File: src/lrcr_pkg.sv
// Package for the legacy resource configuration register bank.
// Assumes an AXI4-Lite master on the same 10 MHz clock.
package lrcr_pkg;

  // ----------------------------------------------------------------
  // Register indexes and byte addresses
  // ----------------------------------------------------------------
  localparam logic [7:0]  IDX_PAR_BASE   = 8'h23;
  localparam logic [7:0]  IDX_SER1_BASE  = 8'h24;
  localparam logic [7:0]  IDX_SER2_BASE  = 8'h25;
  localparam logic [7:0]  IDX_DMA_SEL    = 8'h26;
  localparam logic [7:0]  IDX_ECP_IND    = 8'h22;
  localparam logic [11:0] ADDR_INDEX     = 12'h000;
  localparam logic [11:0] ADDR_DATA      = 12'h004;
  localparam logic [11:0] ADDR_CTRL      = 12'h008;
  localparam logic [11:0] ADDR_ECP_IND   = 12'h00c;

  // ----------------------------------------------------------------
  // Reset values and masks
  // ----------------------------------------------------------------
  localparam logic [7:0] RST_BASE     = 8'h00;
  localparam logic [7:0] RST_DMA_SEL  = 8'hff;
  localparam logic [7:0] RST_ECP_IND  = 8'h00;
  localparam logic [7:0] ECP_IND_MASK = 8'h3f;
  localparam logic [7:0] SER_MASK     = 8'hfe;
  localparam logic [3:0] DMA_NONE     = 4'hf;
  localparam logic [3:0] DMA_LAST     = 4'h3;
  localparam int         NUM_DMA      = 4;

  // Control register bits
  localparam int CTL_CFG  = 0;
  localparam int CTL_EPP  = 1;
  localparam int CTL_ECP  = 2;

  localparam logic [1:0] RESP_OKAY   = 2'h0;
  localparam logic [1:0] RESP_SLVERR = 2'h2;

  typedef struct packed {
    logic [11:0] awaddr;
    logic        awvalid;
    logic [31:0] wdata;
    logic [3:0]  wstrb;
    logic        wvalid;
    logic        bready;
    logic [11:0] araddr;
    logic        arvalid;
    logic        rready;
  } lrcr_axi_req_t;

  typedef struct packed {
    logic        awready;
    logic        wready;
    logic        bvalid;
    logic [1:0]  bresp;
    logic        arready;
    logic        rvalid;
    logic [31:0] rdata;
    logic [1:0]  rresp;
  } lrcr_axi_rsp_t;

  typedef struct packed {
    logic [NUM_DMA-1:0] drq_out;
    logic [NUM_DMA-1:0] drq_oe;
    logic               par_sel;
    logic               ser1_sel;
    logic               ser2_sel;
  } lrcr_port_t;

endpackage

File: src/lrcr_regs.sv
// Legacy resource configuration registers: port base decoders, DMA
// routing and the ECP software indicator, reached over AXI4-Lite.
// Assumes host I/O address, DMA requests and modes are synchronous.
//
// Local design decision: register access over AXI4-Lite.
`timescale 1ns/1ns
module lrcr_regs
  import lrcr_pkg::*;
(
  input  wire logic               ref_clk,      // 10 MHz clock
  input  wire logic               resetn,       // Power-on reset, low
  input  wire logic               hard_resetn,  // Hard reset, low, sync
  input  wire lrcr_pkg::lrcr_axi_req_t axi_req, // AXI4-Lite requests
  output lrcr_pkg::lrcr_axi_rsp_t      axi_rsp, // AXI4-Lite responses
  input  wire logic [15:0]        host_addr,    // Host I/O address
  input  wire logic               par_drq,      // Parallel DMA request
  input  wire logic               flp_drq,      // Floppy DMA request
  output lrcr_pkg::lrcr_port_t         port_out      // Selects and DRQs
);
  import lrcr_pkg::*;

  // ----------------------------------------------------------------
  // State
  // ----------------------------------------------------------------
  typedef struct packed {
    lrcr_axi_rsp_t rsp;
    logic          aw_got;
    logic          w_got;
    logic [11:0]   awaddr;
    logic [31:0]   wdata;
    logic [3:0]    wstrb;
    logic [7:0]    index;
    logic [2:0]    ctrl;
    logic [7:0]    par_base;
    logic [7:0]    ser1_base;
    logic [7:0]    ser2_base;
    logic [7:0]    dma_sel;
    logic [7:0]    ecp_ind;
    lrcr_port_t    port;
  } lrcr_state_t;

  lrcr_state_t s_q;
  lrcr_state_t s_d;

  // ----------------------------------------------------------------
  // Helpers
  // ----------------------------------------------------------------
  // Serial decode: upper zero, A2:0 ignored, off when bits 9,8 zero
  function automatic logic ser_hit(input logic [15:0] a,
                                   input logic [7:0]  b);
    ser_hit = (a[15:10] == 6'h00) && (b[7:6] != 2'h0)
              && (a[9:3] == b[7:1]);
  endfunction

  // Indexed register read
  function automatic logic [7:0] cfg_rd(input lrcr_state_t s);
    cfg_rd = 8'h00;
    if (s.ctrl[CTL_CFG]) begin
      case (s.index)
        IDX_PAR_BASE:  cfg_rd = s.par_base;
        IDX_SER1_BASE: cfg_rd = s.ser1_base & SER_MASK;
        IDX_SER2_BASE: cfg_rd = s.ser2_base & SER_MASK;
        IDX_DMA_SEL:   cfg_rd = s.dma_sel;
        default:       cfg_rd = 8'h00;
      endcase
    end
  endfunction

  // Byte-lane merge for lane zero
  function automatic logic [7:0] lane0(input logic [7:0]  old,
                                       input logic [31:0] d,
                                       input logic [3:0]  st);
    lane0 = st[0] ? d[7:0] : old;
  endfunction

  // DMA code to channel one-hot; reserved and none give zero
  function automatic logic [NUM_DMA-1:0] dma_dec(input logic [3:0] c);
    dma_dec = '0;
    if (c <= DMA_LAST)
      dma_dec[c[1:0]] = 1'b1;
  endfunction

  // ----------------------------------------------------------------
  // Next state
  // ----------------------------------------------------------------
  logic               wr_fire;
  logic [7:0]         wbyte;
  logic [NUM_DMA-1:0] par_ch;
  logic [NUM_DMA-1:0] flp_ch;
  logic               par_up;
  logic               par_lo;

  always_comb begin
    s_d     = s_q;
    wr_fire = 1'b0;
    wbyte   = 8'h00;
    par_ch  = '0;
    flp_ch  = '0;
    par_up  = 1'b0;
    par_lo  = 1'b0;

    // Write address and data taken in either order
    if (s_q.rsp.awready && axi_req.awvalid) begin
      s_d.aw_got      = 1'b1;
      s_d.awaddr      = axi_req.awaddr;
      s_d.rsp.awready = 1'b0;
    end
    if (s_q.rsp.wready && axi_req.wvalid) begin
      s_d.w_got      = 1'b1;
      s_d.wdata      = axi_req.wdata;
      s_d.wstrb      = axi_req.wstrb;
      s_d.rsp.wready = 1'b0;
    end

    if (s_q.aw_got && s_q.w_got && !s_q.rsp.bvalid) begin
      wr_fire       = 1'b1;
      wbyte         = lane0(8'h00, s_q.wdata, s_q.wstrb);
      s_d.aw_got    = 1'b0;
      s_d.w_got     = 1'b0;
      s_d.rsp.bvalid = 1'b1;
      s_d.rsp.bresp  = RESP_OKAY;
      case (s_q.awaddr)
        ADDR_INDEX: s_d.index = lane0(s_q.index, s_q.wdata, s_q.wstrb);
        ADDR_CTRL: begin
          if (s_q.wstrb[0])
            s_d.ctrl = s_q.wdata[2:0];
        end
        ADDR_ECP_IND: begin
          if (s_q.wstrb[0])
            s_d.ecp_ind = wbyte & ECP_IND_MASK;
        end
        ADDR_DATA: begin
          if (s_q.ctrl[CTL_CFG] && s_q.wstrb[0]) begin
            case (s_q.index)
              IDX_PAR_BASE:  s_d.par_base  = wbyte;
              IDX_SER1_BASE: s_d.ser1_base = wbyte & SER_MASK;
              IDX_SER2_BASE: s_d.ser2_base = wbyte & SER_MASK;
              IDX_DMA_SEL:   s_d.dma_sel   = wbyte;
              default:       s_d.dma_sel   = s_q.dma_sel;
            endcase
          end
        end
        default: s_d.rsp.bresp = RESP_SLVERR;
      endcase
    end
    if (s_q.rsp.bvalid && axi_req.bready) begin
      s_d.rsp.bvalid  = 1'b0;
      s_d.rsp.awready = 1'b1;
      s_d.rsp.wready  = 1'b1;
    end

    // Read channel
    if (s_q.rsp.arready && axi_req.arvalid) begin
      s_d.rsp.arready = 1'b0;
      s_d.rsp.rvalid  = 1'b1;
      s_d.rsp.rresp   = RESP_OKAY;
      s_d.rsp.rdata   = 32'h0000_0000;
      case (axi_req.araddr)
        ADDR_INDEX:   s_d.rsp.rdata[7:0] = s_q.index;
        ADDR_DATA:    s_d.rsp.rdata[7:0] = cfg_rd(s_q);
        ADDR_CTRL:    s_d.rsp.rdata[2:0] = s_q.ctrl;
        ADDR_ECP_IND: s_d.rsp.rdata[7:0] = s_q.ecp_ind & ECP_IND_MASK;
        default:      s_d.rsp.rresp      = RESP_SLVERR;
      endcase
    end
    if (s_q.rsp.rvalid && axi_req.rready) begin
      s_d.rsp.rvalid  = 1'b0;
      s_d.rsp.arready = 1'b1;
    end

    // Hard reset clears only the ECP indicator
    if (!hard_resetn)
      s_d.ecp_ind = RST_ECP_IND;

    // Parallel port decode
    par_up = s_q.ctrl[CTL_ECP] ? (host_addr[15:11] == 5'h00)
                               : (host_addr[15:10] == 6'h00);
    if (s_q.ctrl[CTL_EPP])
      par_lo = host_addr[9:3] == s_q.par_base[7:1];
    else
      par_lo = host_addr[9:2] == s_q.par_base;
    s_d.port.par_sel = par_up && par_lo
                       && (s_q.par_base[7:6] != 2'h0);
    s_d.port.ser1_sel = ser_hit(host_addr, s_q.ser1_base);
    s_d.port.ser2_sel = ser_hit(host_addr, s_q.ser2_base);

    // DMA routing from hardware select fields only
    par_ch = dma_dec(s_q.dma_sel[3:0]);
    flp_ch = dma_dec(s_q.dma_sel[7:4]);
    s_d.port.drq_oe  = par_ch | flp_ch;
    s_d.port.drq_out = (par_ch & {NUM_DMA{par_drq}})
                       | (flp_ch & {NUM_DMA{flp_drq}});
  end

  // ----------------------------------------------------------------
  // Registers
  // ----------------------------------------------------------------
  always_ff @(posedge ref_clk or negedge resetn) begin
    if (!resetn) begin
      s_q             <= '0;
      s_q.rsp.awready <= 1'b1;
      s_q.rsp.wready  <= 1'b1;
      s_q.rsp.arready <= 1'b1;
      s_q.par_base    <= RST_BASE;
      s_q.ser1_base   <= RST_BASE;
      s_q.ser2_base   <= RST_BASE;
      s_q.dma_sel     <= RST_DMA_SEL;
      s_q.ecp_ind     <= RST_ECP_IND;
    end else begin
      s_q <= s_d;
    end
  end

  assign axi_rsp  = s_q.rsp;
  assign port_out = s_q.port;

endmodule

File: config.mk
export PLATFORM = sky130hd
export DESIGN_NAME = lrcr_regs
export DESIGN_NICKNAME = d
export VERILOG_FILES = /design/src/lrcr_pkg.sv /design/src/lrcr_regs.sv
export SDC_FILE = /design/constraint.sdc
export NUM_CORES = 1
export LEC_CHECK = 0
export BUFFER_PORTS_ARGS = -buffer_cell sky130_fd_sc_hd__clkbuf_2
export CORE_ASPECT_RATIO = 1.1
export CORE_MARGIN = 3
export CORE_UTILIZATION = 40
export CTS_BUF_LIST = sky130_fd_sc_hd__clkbuf_4 sky130_fd_sc_hd__clkbuf_8
export CTS_CLUSTER_SIZE = 24
export DETAILED_ROUTE_END_ITERATION = 7
export HOLD_SLACK_MARGIN = 0.05
export PLACE_DENSITY = 0.61
export RECOVER_POWER = 50
export SETUP_SLACK_MARGIN = 0.05
export SYNTH_ARGS = -nofsm -noshare
export SYNTH_HDL_FRONTEND = slang
export SYNTH_SLANG_ARGS = --single-unit
File: constraint.sdc
create_clock -name ref_clk -period 3.1 [get_ports ref_clk]
set_input_delay 0.31 -clock ref_clk [delete_from_list [all_inputs] [get_ports ref_clk]]
set_output_delay 0.31 -clock ref_clk [all_outputs]
set_load 0.005 [all_outputs]
**After elaboration in Yosys (flattened, before gate mapping)**

Index checks and enable logic that the tools add are counted.

- $lt $le $gt $ge: 6
- Eq/ne operators: 17
- Mux-type cells: 28
- Bitwise gates (word level): 4
- Reductions and logical operators: 39

Operators by type and width:

| operator | count |
|---|---|
| 12-bit by 4-bit equality test with 1-bit output, second input constant | 4 |
| 36-bit two-way mux | 1 |
| 8-bit by 6-bit equality test with 1-bit output, second input constant | 4 |
| 8-bit case mux with 4 select lines | 1 |
| 12-bit by 3-bit equality test with 1-bit output, second input constant | 2 |
| 12-bit zero test | 2 |
| 6-bit two-way mux | 4 |
| 7-bit equality test | 3 |
| 2-bit nonzero test | 9 |
| 1-bit logical AND | 16 |
| 8-bit two-way mux | 2 |
| 4-bit AND reduction | 4 |
| 5-bit case mux with 3 select lines | 1 |
| 3-bit case mux with 4 select lines | 1 |
| 3-bit AND reduction | 3 |
| 4-bit AND | 2 |
| 8-bit equality test | 1 |
| 4-bit by 2-bit <= comparator with 1-bit output, second input constant | 2 |
| 1-bit two-way mux | 8 |
| 2-bit two-way mux | 4 |
| 4-bit two-way mux | 2 |
| 4-bit OR | 2 |
| 4-bit OR reduction | 2 |
| 6-bit zero test | 1 |
| other kinds (7) | 13 |

- Register bits: 98
- Output and inout port bits: 52

**Depth between registers and ports, before layout**

Gate-level depths: netlist (run 1).

- Depth after elaboration: 7
- Mapped depth: 6

**Worst setup path before layout (run 1)**

Ideal clock, no wire load.

- Path type: reg2reg
- Start: register s_q[99] (netlist name)
- End: register s_q[36] (netlist name)
- Setup time: 0.125 ns
- Arrival time: 2.194 ns
- Data required time: 2.975 ns
- Setup slack: 0.781 ns
- Stages on the path, launching flop included: 5
- Period minus slack after synthesis: 2.319 ns
- Path through: dfrtp_1 or4_1 or4_4 nor3_4 mux2_2

- Word-level cells in the longest chain between the ends: 2

RTL lines:

| item | line | RTL |
|---|---|---|
| from (decl) | lrcr_regs.sv:42 | `lrcr_state_t s_q;` |
| 12-bit by 3-bit equality test with 1-bit output | lrcr_regs.sv:122 | `case (s_q.awaddr)` |
| 4-bit AND reduction (no source line) | -- |  |

Every way passes these cells.
A chain may end at the register's enable or synchronous reset.

**Worst setup path in the final report (run 1)**

- Start: register s_q[98] (netlist name)
- End: register s_q[45] (netlist name)

The elaborated chain is that of the path after synthesis.

==> results.cfg, run 1 <==
[critical_path]
crit_type = flip-flop to flip-flop
critPathLaunchType = flip-flop
r2r_slack_ns = 0.44
endpoint_kind = flip-flop
crit_required_ns = 3.36
crit_fanout = 8
crit_arrival_ns = 2.92

[place]
hpwlAfterDp_um = 7970
gp_congestion = 0.862
dp_cells = 614
post_dp_cell_area_um2 = 5180
port_buffers = 82

[routing]
drtPass1Iterations = 4
drt_iter0_markers = 165
ant_nets = 0
viasPerCell = 5.20
via_count = 3281
route.detailed.drc = 0
avgRoutedWirePerCell_um = 16.9
wl_um = 10600

[logic_synthesis]
ys_types = 46
postSynth.asyncResetShare_pct = 100
seq_area_frac_synth_pct = 49.5
yosys_warnings = 0
netlist_area_um2 = 4880
netlist_instances = 416
synth_ff_type = dfrtp_1
synthesis.area_per_instance_um2 = 11.7
synth-seq-cells = 96
synth_edf_count = 0

[sta]
maxSlewHeadroom_pct = 28.1
rsz0062_at_grt = no
setup_violations = 0
period_minus_slack_ns = 2.66
hold_slack_ns = 0.107
tns_ns = 0
fmax_mhz = 376
finClkSkew_ns = 0.0104
min_period_over_period_pct = 85.9
slew_violations = 0
tightest_slew_ns = 1.08
finalHoldViolCount = 0

[die]
die_h_um = 122
core_area_um2 = 11700
initial_utilization_pct = 41.8
fp-row-count = 41
dieArea_um2 = 13600
die_w_um = 111
pin_count = 138

[clock_tree]
clock_sinks = 96
cts_tree = built
cts_resized = 0
clock_latency_ns = 0.37
htree_levels = 3
cts_buffers = 9
clk_pin_slew_ns = 0.09
root_buffer = clkbuf_8
post-cts-setup-buffer-count = 0
clockBufferDepth = 2

[power_and_ir_drop]
power.total_mw = 3.00
p_sw_share_pct = 28.5
power_frac_seq_pct = 52.8
power.density_nw_per_um2 = 556
p_switching_mw = 0.854
p_leak_nw = 2.58
intPower_mw = 2.15
ir_drop_v = 0.000296
p_comb_share_pct = 16.8
clkPwrFrac_pct = 30.4

[grt]
antenna_found_initial = 0
grt_pass1_vias = 3300
grt_pass1_wl_um = 17700
grt-ovfl-total = 0
grt_usage_pct = 16.7
grt_max_degree = 81

[flow_run]
maxCapViolations = 0

[layout]
layout_commonest_cell = dfrtp_1
layout.nets = 562
final_area_um2 = 5400
layout_common_cells = dfrtp_1, clkbuf_2, mux2_2
fin_cells = 631
area_growth_pct = 10.5
antenna_cells = 0
layout-drive-gt1-share_pct = 37.0

[worst_hold_path]
hold_class = input port to flip-flop

[run_status]
status = completed
==> stage by stage <==
stage	utilization, %	setup WS, ns
after floorplan	-	0.781
after global placement	44.3	0.557
after detailed placement	44.3	0.490
after CTS	46.3	0.475
after global routing	46.1	0.249
final	46.1	0.438
==> sequential cells by signal, summed over array words and instances (netlist names) <==
signal and flops:
s_q 70, port_out 11, axi_rsp 15
==> layer usage <==
layer  wire length [um]  GRT usage, %  vias to the layer above
met5                  0             0                        -
met4                215          6.31                        0
met3                656          3.38                       13
met2               5210          27.8                      124
met1               4560          21.6                     1604
li1                   -             -                     1540
==> cells in the mapped netlist, types with 3 or more instances <==
| library cell | number | area (um2) |
|---|---|---|
| o21ai_0 | 18 | 90.1 |
| or4_1 | 3 | 22.5 |
| a21oi_1 | 3 | 15.0 |
| a22oi_1 | 13 | 97.6 |
| dfstp_2 | 11 | 289 |
| mux2i_1 | 7 | 70.1 |
| nor4_1 | 9 | 56.3 |
| buf_4 | 52 | 390 |
| xnor2_1 | 11 | 96.3 |
| nor2b_1 | 6 | 37.5 |
| inv_1 | 9 | 33.8 |
| xor2_1 | 9 | 78.8 |
| clkbuf_1 | 8 | 30.0 |
| nand2_1 | 31 | 116 |
| a22o_1 | 14 | 123 |
| o32ai_1 | 4 | 35.0 |
| and2_1 | 9 | 56.3 |
| mux2_2 | 70 | 788 |
| nor2_1 | 7 | 26.3 |
| o22ai_1 | 3 | 18.8 |
| dfrtp_1 | 85 | 2130 |
==> repair_timing <==
item	CTS	global route
endpoints found under the setup margin	0	0
hold buffers	1	0
endpoints found under the hold margin	16	0
==> final timing paths <==
kind	from	endpoint	depth (start not counted)
max	s_q[98]$_DFFE_PN0P_	s_q[45]$_DFFE_PN0P_	4
min	host_addr[11]	port_out[2]$_DFF_PN0_	2
max reg2reg	s_q[98]$_DFFE_PN0P_	s_q[45]$_DFFE_PN0P_	4
min reg2reg	s_q[111]$_DFFE_PN0P_	s_q[111]$_DFFE_PN0P_	1
max in group asynchronous	resetn	s_q[37]$_DFFE_PN0P_	3
min in group asynchronous	resetn	s_q[108]$_DFFE_PN0P_	2
==> power by group through the flow <==
| stage | Clock [mW] | Sequential (mW) | Combinational (mW) |
|---|---|---|---|
| final | 0.912 | 1.58 | 0.505 |
| after global routing | 0.990 | 1.62 | 0.565 |
| after CTS | 0.939 | 1.59 | 0.518 |
| after detailed placement | 0 | 1.62 | 0.516 |
| after global placement | 0 | 1.60 | 0.500 |
| after floorplan | 0 | 1.55 | 0.390 |
==> area by class of cell <==
cell class              count  area (um2)
fillers                  1093        6300
flip-flops and latches     96        2420
multi-input cells         275        2100
repair buffers             85         434
well taps                 150         188
clock buffers              11         139
clock inverters             5        82.6
inverters                   9        33.8
==> logic make-up after synthesis <==
kind of cell | Yosys count | synth area share (%)
muxes | 78 | 17.8
other | 1 | 0.0768
DFF | 96 | 49.5
xor gates and xnor gates | 20 | 3.59
buffers and inverters | 70 | 9.38
AOI/OAI and AO/OA | 61 | 8.79
and+or+nand+nor | 90 | 10.9
==> critical path, stage by stage, from the launching register on <==
cell     delay (ns)
dfrtp_1        0.39
or4_1          0.59
nor4_1         0.64
nand3_1        0.51
mux2_2         0.42
Power figures use the tool's default switching activity.
==> run 2: changes to the inputs <==
Settings changed: PLACE_DENSITY 0.61 to default.
==> results.cfg, run 2 (synthesis gave the netlist of run 1 again) <==
[critical_path]
crit_required_ns = 3.34
critPathLaunchType = flip-flop
endpoint_kind = flip-flop
crit_type = flip-flop to flip-flop
cp_slowest_stage_delay_ns = 0.62
critical-path-slowest-cell = nor4_1
cp_top_family = simple AND/OR/NAND/NOR gates
path_cells = or4_1, nor4_1, nand3_1, mux2_2
crit_fanout = 8
worst-path-buf-inv = 0
crit_arrival_ns = 2.84

[grt]
grt-ovfl-total = 0
grtUsageMet1_pct = 21.6
grt_busiest_layer = met2
grt_pass1_wl_um = 17600
grt_usage_pct = 16.5
grt_max_degree = 97
grt_use_met2_pct = 27.1
grtUsageMet3_pct = 3.83
antenna_found_initial = 0
grt_pass1_vias = 3418

[layout]
antenna_cells = 0
largest_register_ff_count = 70
layout_common_cells = dfrtp_1, clkbuf_2, mux2_2
largest_register = s_q
finish.utilization_pct = 46.0
layout-drive-gt1-share_pct = 37.4
area_growth_pct = 10.1
layout.nets = 562
layout_commonest_cell = dfrtp_1

[clock_tree]
clock_latency_ns = 0.36
htree_levels = 3
post-cts-setup-buffer-count = 0
clock_sinks = 96
root_buffer = clkbuf_8
cts_tree = built
cts_buffers = 9
clockBufferDepth = 2
clk_pin_slew_ns = 0.10

[die]
dieArea_um2 = 13600
initial_utilization_pct = 41.8
fp-row-count = 41
pin_count = 138
die_w_um = 111
die_h_um = 122
core_area_um2 = 11700

[sta]
slew_violations = 97
setup_violations = 0
rsz0062_at_grt = no
period_minus_slack_ns = 2.60
fmax_mhz = 385
finalHoldViolCount = 0
maxSlewHeadroom_pct = -39.0
finClkSkew_ns = 0.0145
min_period_over_period_pct = 83.9
tns_ns = 0
tightest_slew_ns = 2.09

[place]
gp_congestion = 0.804
hpwlAfterDp_um = 7900
port_buffers = 82

[routing]
wl_um = 10600
route.detailed.drc = 0
viasPerCell = 5.17
drt_iter0_markers = 176
ant_nets = 0
drtPass1Iterations = 4
avgRoutedWirePerCell_um = 16.9
via_count = 3265

[run_status]
violations = max-capacitance violations, max-slew violations
status = complete, but fails checks

[power_and_ir_drop]
p_comb_share_pct = 17.3
intPower_mw = 2.06
p_leak_nw = 2.59
power.density_nw_per_um2 = 545
ir_drop_v = 0.000360
p_switching_mw = 0.875
clkPwrFrac_pct = 28.9
power_frac_seq_pct = 53.9
p_sw_share_pct = 29.9

[worst_hold_path]
hold_class = input port to flip-flop

[flow_run]
maxCapViolations = 1
## run 2: stage by stage
| stage | instance area (um2) | std cells | setup WS (ns) | hold slack (ns) | power (mW) |
|---|---|---|---|---|---|
| after global placement | 5180 | 614 | 0.580 | 0.404 | 2.10 |
| after floorplan | 4980 | 441 | 0.781 | 0.0144 | 1.94 |
| after CTS | 5390 | 631 | 0.471 | 0.0877 | 2.98 |
| after global routing | 5380 | 631 | 0.192 | 0.0952 | 3.11 |
| final | 5380 | 631 | 0.500 | 0.118 | 2.93 |
| after detailed placement | 5180 | 614 | 0.485 | 0.414 | 2.13 |
## run 2: final cells by class
cell class	count	area (um2)
inverter	9	33.8
multi-input combinational	275	2100
timing repair buffer	85	435
fill	1121	6320
tap	150	188
clock inverter	7	77.6
sequential	96	2420
clock buffer	9	124
## run 2: worst register-to-register path, cell delays in order, from the launching register on
cell and delay, ns:
dfrtp_1 0.38, or4_1 0.60, nor4_1 0.62, nand3_1 0.49
mux2_2 0.41
## run 2: final timing paths
check,start,cells past startpoint,slack (ns),endpoint
max,s_q[99]$_DFFE_PN0P_,4,0.50,s_q[44]$_DFFE_PN0P_
max reg2reg,s_q[99]$_DFFE_PN0P_,4,0.50,s_q[44]$_DFFE_PN0P_
max in group asynchronous,resetn,3,0.67,s_q[13]$_DFFE_PN0P_
min in group asynchronous,resetn,3,1.20,axi_rsp[38]$_DFFE_PN0P_
min reg2reg,axi_rsp[37]$_DFFE_PN0P_,2,0.50,axi_rsp[37]$_DFFE_PN0P_
min,axi_req[52],2,0.12,axi_rsp[40]$_DFFE_PN1P_
## run 2: repair_timing
| item | CTS | global route |
|---|---|---|
| endpoints found under the hold margin | 85 | 0 |
| resized for setup | 0 | 0 |
| hold buffers | 1 | 0 |
## run 2: metal layers
layer	vias up	routed length (um)
li1	1543	-
met1	1593	4720
met2	115	5130
met3	14	624
met4	0	165
met5	-	0
## run 2: power by group through the flow
stage	combinational [mW]	clock [mW]	sequential [mW]
2_1_floorplan	0.390	0	1.55
3_3_place_gp	0.502	0	1.60
3_5_place_dp	0.517	0	1.61
4_1_cts	0.519	0.877	1.58
5_1_grt	0.567	0.927	1.61
6_report	0.507	0.846	1.58
==> run 3: changes to the inputs <==
Settings changed: ABC_AREA from default to 1.
Clock period 3.1 ns to 2.55 ns, I/O delays scaled along.
==> results.cfg, run 3 <==
[logic_synthesis]
synthTopCellsByCount = nand2_1, dfrtp_1, inv_1, nand3_1, buf_4
yosysMostFrequentCell = nand2_1
synth_area_leader_cell = dfrtp_1
postSynth.asyncResetShare_pct = 100
synthesis.area_per_instance_um2 = 7.85
ys_types = 38
yosys_warnings = 0
synth_edf_count = 0
synth_ff_type = dfrtp_1
netlist_area_um2 = 5220
netlist_instances = 665
seq_area_frac_synth_pct = 46.3
synth-seq-cells = 96
synth_top_area_share_pct = 40.7
ys_top_cells_by_area = dfrtp_1, nand2_1, buf_4

[clock_tree]
clock_latency_ns = 0.38
cts_buffers = 9
clockBufferDepth = 2
root_buffer = clkbuf_8
cts_tree = built
clk_pin_slew_ns = 0.09
cts_resized = 0
clock_sinks = 96
htree_levels = 3

[layout]
finish.utilization_pct = 45.5
final_area_um2 = 5770
largest_register = s_q
largest_register_ff_count = 70
layout-drive-gt1-share_pct = 18.5
layout.nets = 820
fin_cells = 896
area_growth_pct = 10.6
antenna_cells = 0
layout_commonest_cell = nand2_1
layout_common_cells = nand2_1, dfrtp_1, inv_1
fill_cells = 1298

[grt]
grt_usage_pct = 18.3
grt-ovfl-total = 0
grt_pass1_vias = 4354
grt_pass1_wl_um = 21000
grt_max_degree = 45
antenna_found_initial = 0

[place]
gp_congestion = 0.903
post_dp_cell_area_um2 = 5510
port_buffers = 82
hpwlAfterDp_um = 9650
dp_cells = 872

[critical_path]
critPathLaunchType = flip-flop
cp_slowest_stage_delay_ns = 0.49
critical-path-slowest-cell = nand3_1
crit_top_cell = nor2_1
reg2reg_to = s_q[59]$_DFFE_PN0P_
crit_required_ns = 2.80
r2r-start = s_q[105]$_DFFE_PN0P_
r2r_slack_ns = 0.48
crit_fanout = 15
crit_type = flip-flop to flip-flop
crit_arrival_ns = 2.32
path_cells = nor2_1, nand2_1, nor2_1, nand3_1, mux2_2
rr_worst_depth = 5
endpoint_kind = flip-flop

[routing]
wl_um = 12600
route.detailed.drc = 0
avgRoutedWirePerCell_um = 14.0
ant_nets = 0
drtPass1Iterations = 5
viasPerCell = 4.90
via_count = 4386
drt_iter0_markers = 248

[worst_hold_path]
whs_path_depth = 3
hold-path-endpoint = s_q[98]$_DFFE_PN0P_
hold_class = input port to flip-flop
holdCritStartpoint = axi_req[53]

[die]
fp-row-count = 43
core_area_um2 = 12700
pin_count = 138
initial_utilization_pct = 41.1
dieArea_um2 = 14500
die_h_um = 126
die_w_um = 115

[flow_run]
maxCapViolations = 0

[sta]
min_period_over_period_pct = 81.0
fmax_mhz = 484
finalHoldViolCount = 0
rsz0062_at_grt = no
setup_violations = 0
period_minus_slack_ns = 2.07
tns_ns = 0
maxSlewHeadroom_pct = 25.5
tightest_slew_ns = 1.12
slew_violations = 0
finClkSkew_ns = 0.0147

[power_and_ir_drop]
p_leak_nw = 2.99
power.density_nw_per_um2 = 668
ir_drop_v = 0.000415
power.total_mw = 3.86

[run_status]
status = completed
[run 3: cell families (layout without fill, tap and decap cells)]
| logic type | Yosys count | count (layout) | synth area share (%) |
|---|---|---|---|
| simple gates | 329 | 329 | 28.4 |
| buf+inv | 145 | 194 | 14.6 |
| flops | 96 | 96 | 46.3 |
| compound gates | 87 | 87 | 9.42 |
| xor+xnor | 6 | 6 | 1.01 |
| other cells | 1 | 26 | 0.0718 |
| mux | 1 | 1 | 0.216 |
[run 3: how the worst max path moves through the flow]
stage	start	to	slack (ns)	cells after the start
6_report	s_q[105]$_DFFE_PN0P_	s_q[59]$_DFFE_PN0P_	0.48	5
5_1_grt	s_q[105]$_DFFE_PN0P_	s_q[59]$_DFFE_PN0P_	0.32	5
4_1_cts	s_q[105]$_DFFE_PN0P_	s_q[59]$_DFFE_PN0P_	0.74	5
3_5_place_dp	s_q[105]$_DFFE_PN0P_	s_q[59]$_DFFE_PN0P_	0.76	5
3_3_place_gp	s_q[105]$_DFFE_PN0P_	s_q[59]$_DFFE_PN0P_	0.79	5
2_1_floorplan	s_q[99]$_DFFE_PN0P_	s_q[44]$_DFFE_PN0P_	1.17	8
[run 3: area by class of cell]
cell class                      count  area [um2]  share of cell area [%]
Inverter                           84         318                    5.50
Sequential cell                    96        2420                    41.9
Multi-Input combinational cell    449        2120                    36.7
Timing Repair Buffer               94         513                    8.89
Clock inverter                      2        37.5                   0.650
Tap cell                          157         196                    3.40
Clock buffer                       14         174                    3.01
[run 3: worst max-delay path: cells and delay by family, from the launching register on]
| family | cells | cell delay [ns] |
|---|---|---|
| mux | 1 | 0.43 |
| flops | 1 | 0.39 |
| simple gates | 4 | 1.12 |
[run 3: routing by layer]
layer  vias to the layer above  wire (um)  global-route usage, %
li1                       2183          -                      -
met1                      2054       5540                   23.9
met5                         -          0                      0
met3                        26        580                   3.08
met4                         0        369                   8.43
met2                       123       6090                   29.5
[run 3: stage by stage]
step	hold slack, ns	worst slack (ns)
2_1_floorplan	-0.0406	1.17
3_3_place_gp	0.294	0.792
3_5_place_dp	0.295	0.764
4_1_cts	0.0505	0.736
5_1_grt	0.0645	0.319
6_report	0.0731	0.485
[run 3: repair_timing]
action | CTS | global route
hold buffers | 8 | 0
hold endpoints to repair | 40 | 0
setup buffers | 0 | 0
[run 3: report_power, final]
| part | internal [mW] | switching [mW] | total [mW] |
|---|---|---|---|
| registers | 1.78 | 0.206 | 1.98 |
| clock network | 0.541 | 0.520 | 1.06 |
| logic | 0.267 | 0.549 | 0.816 |
| total | 2.58 | 1.27 | 3.86 |
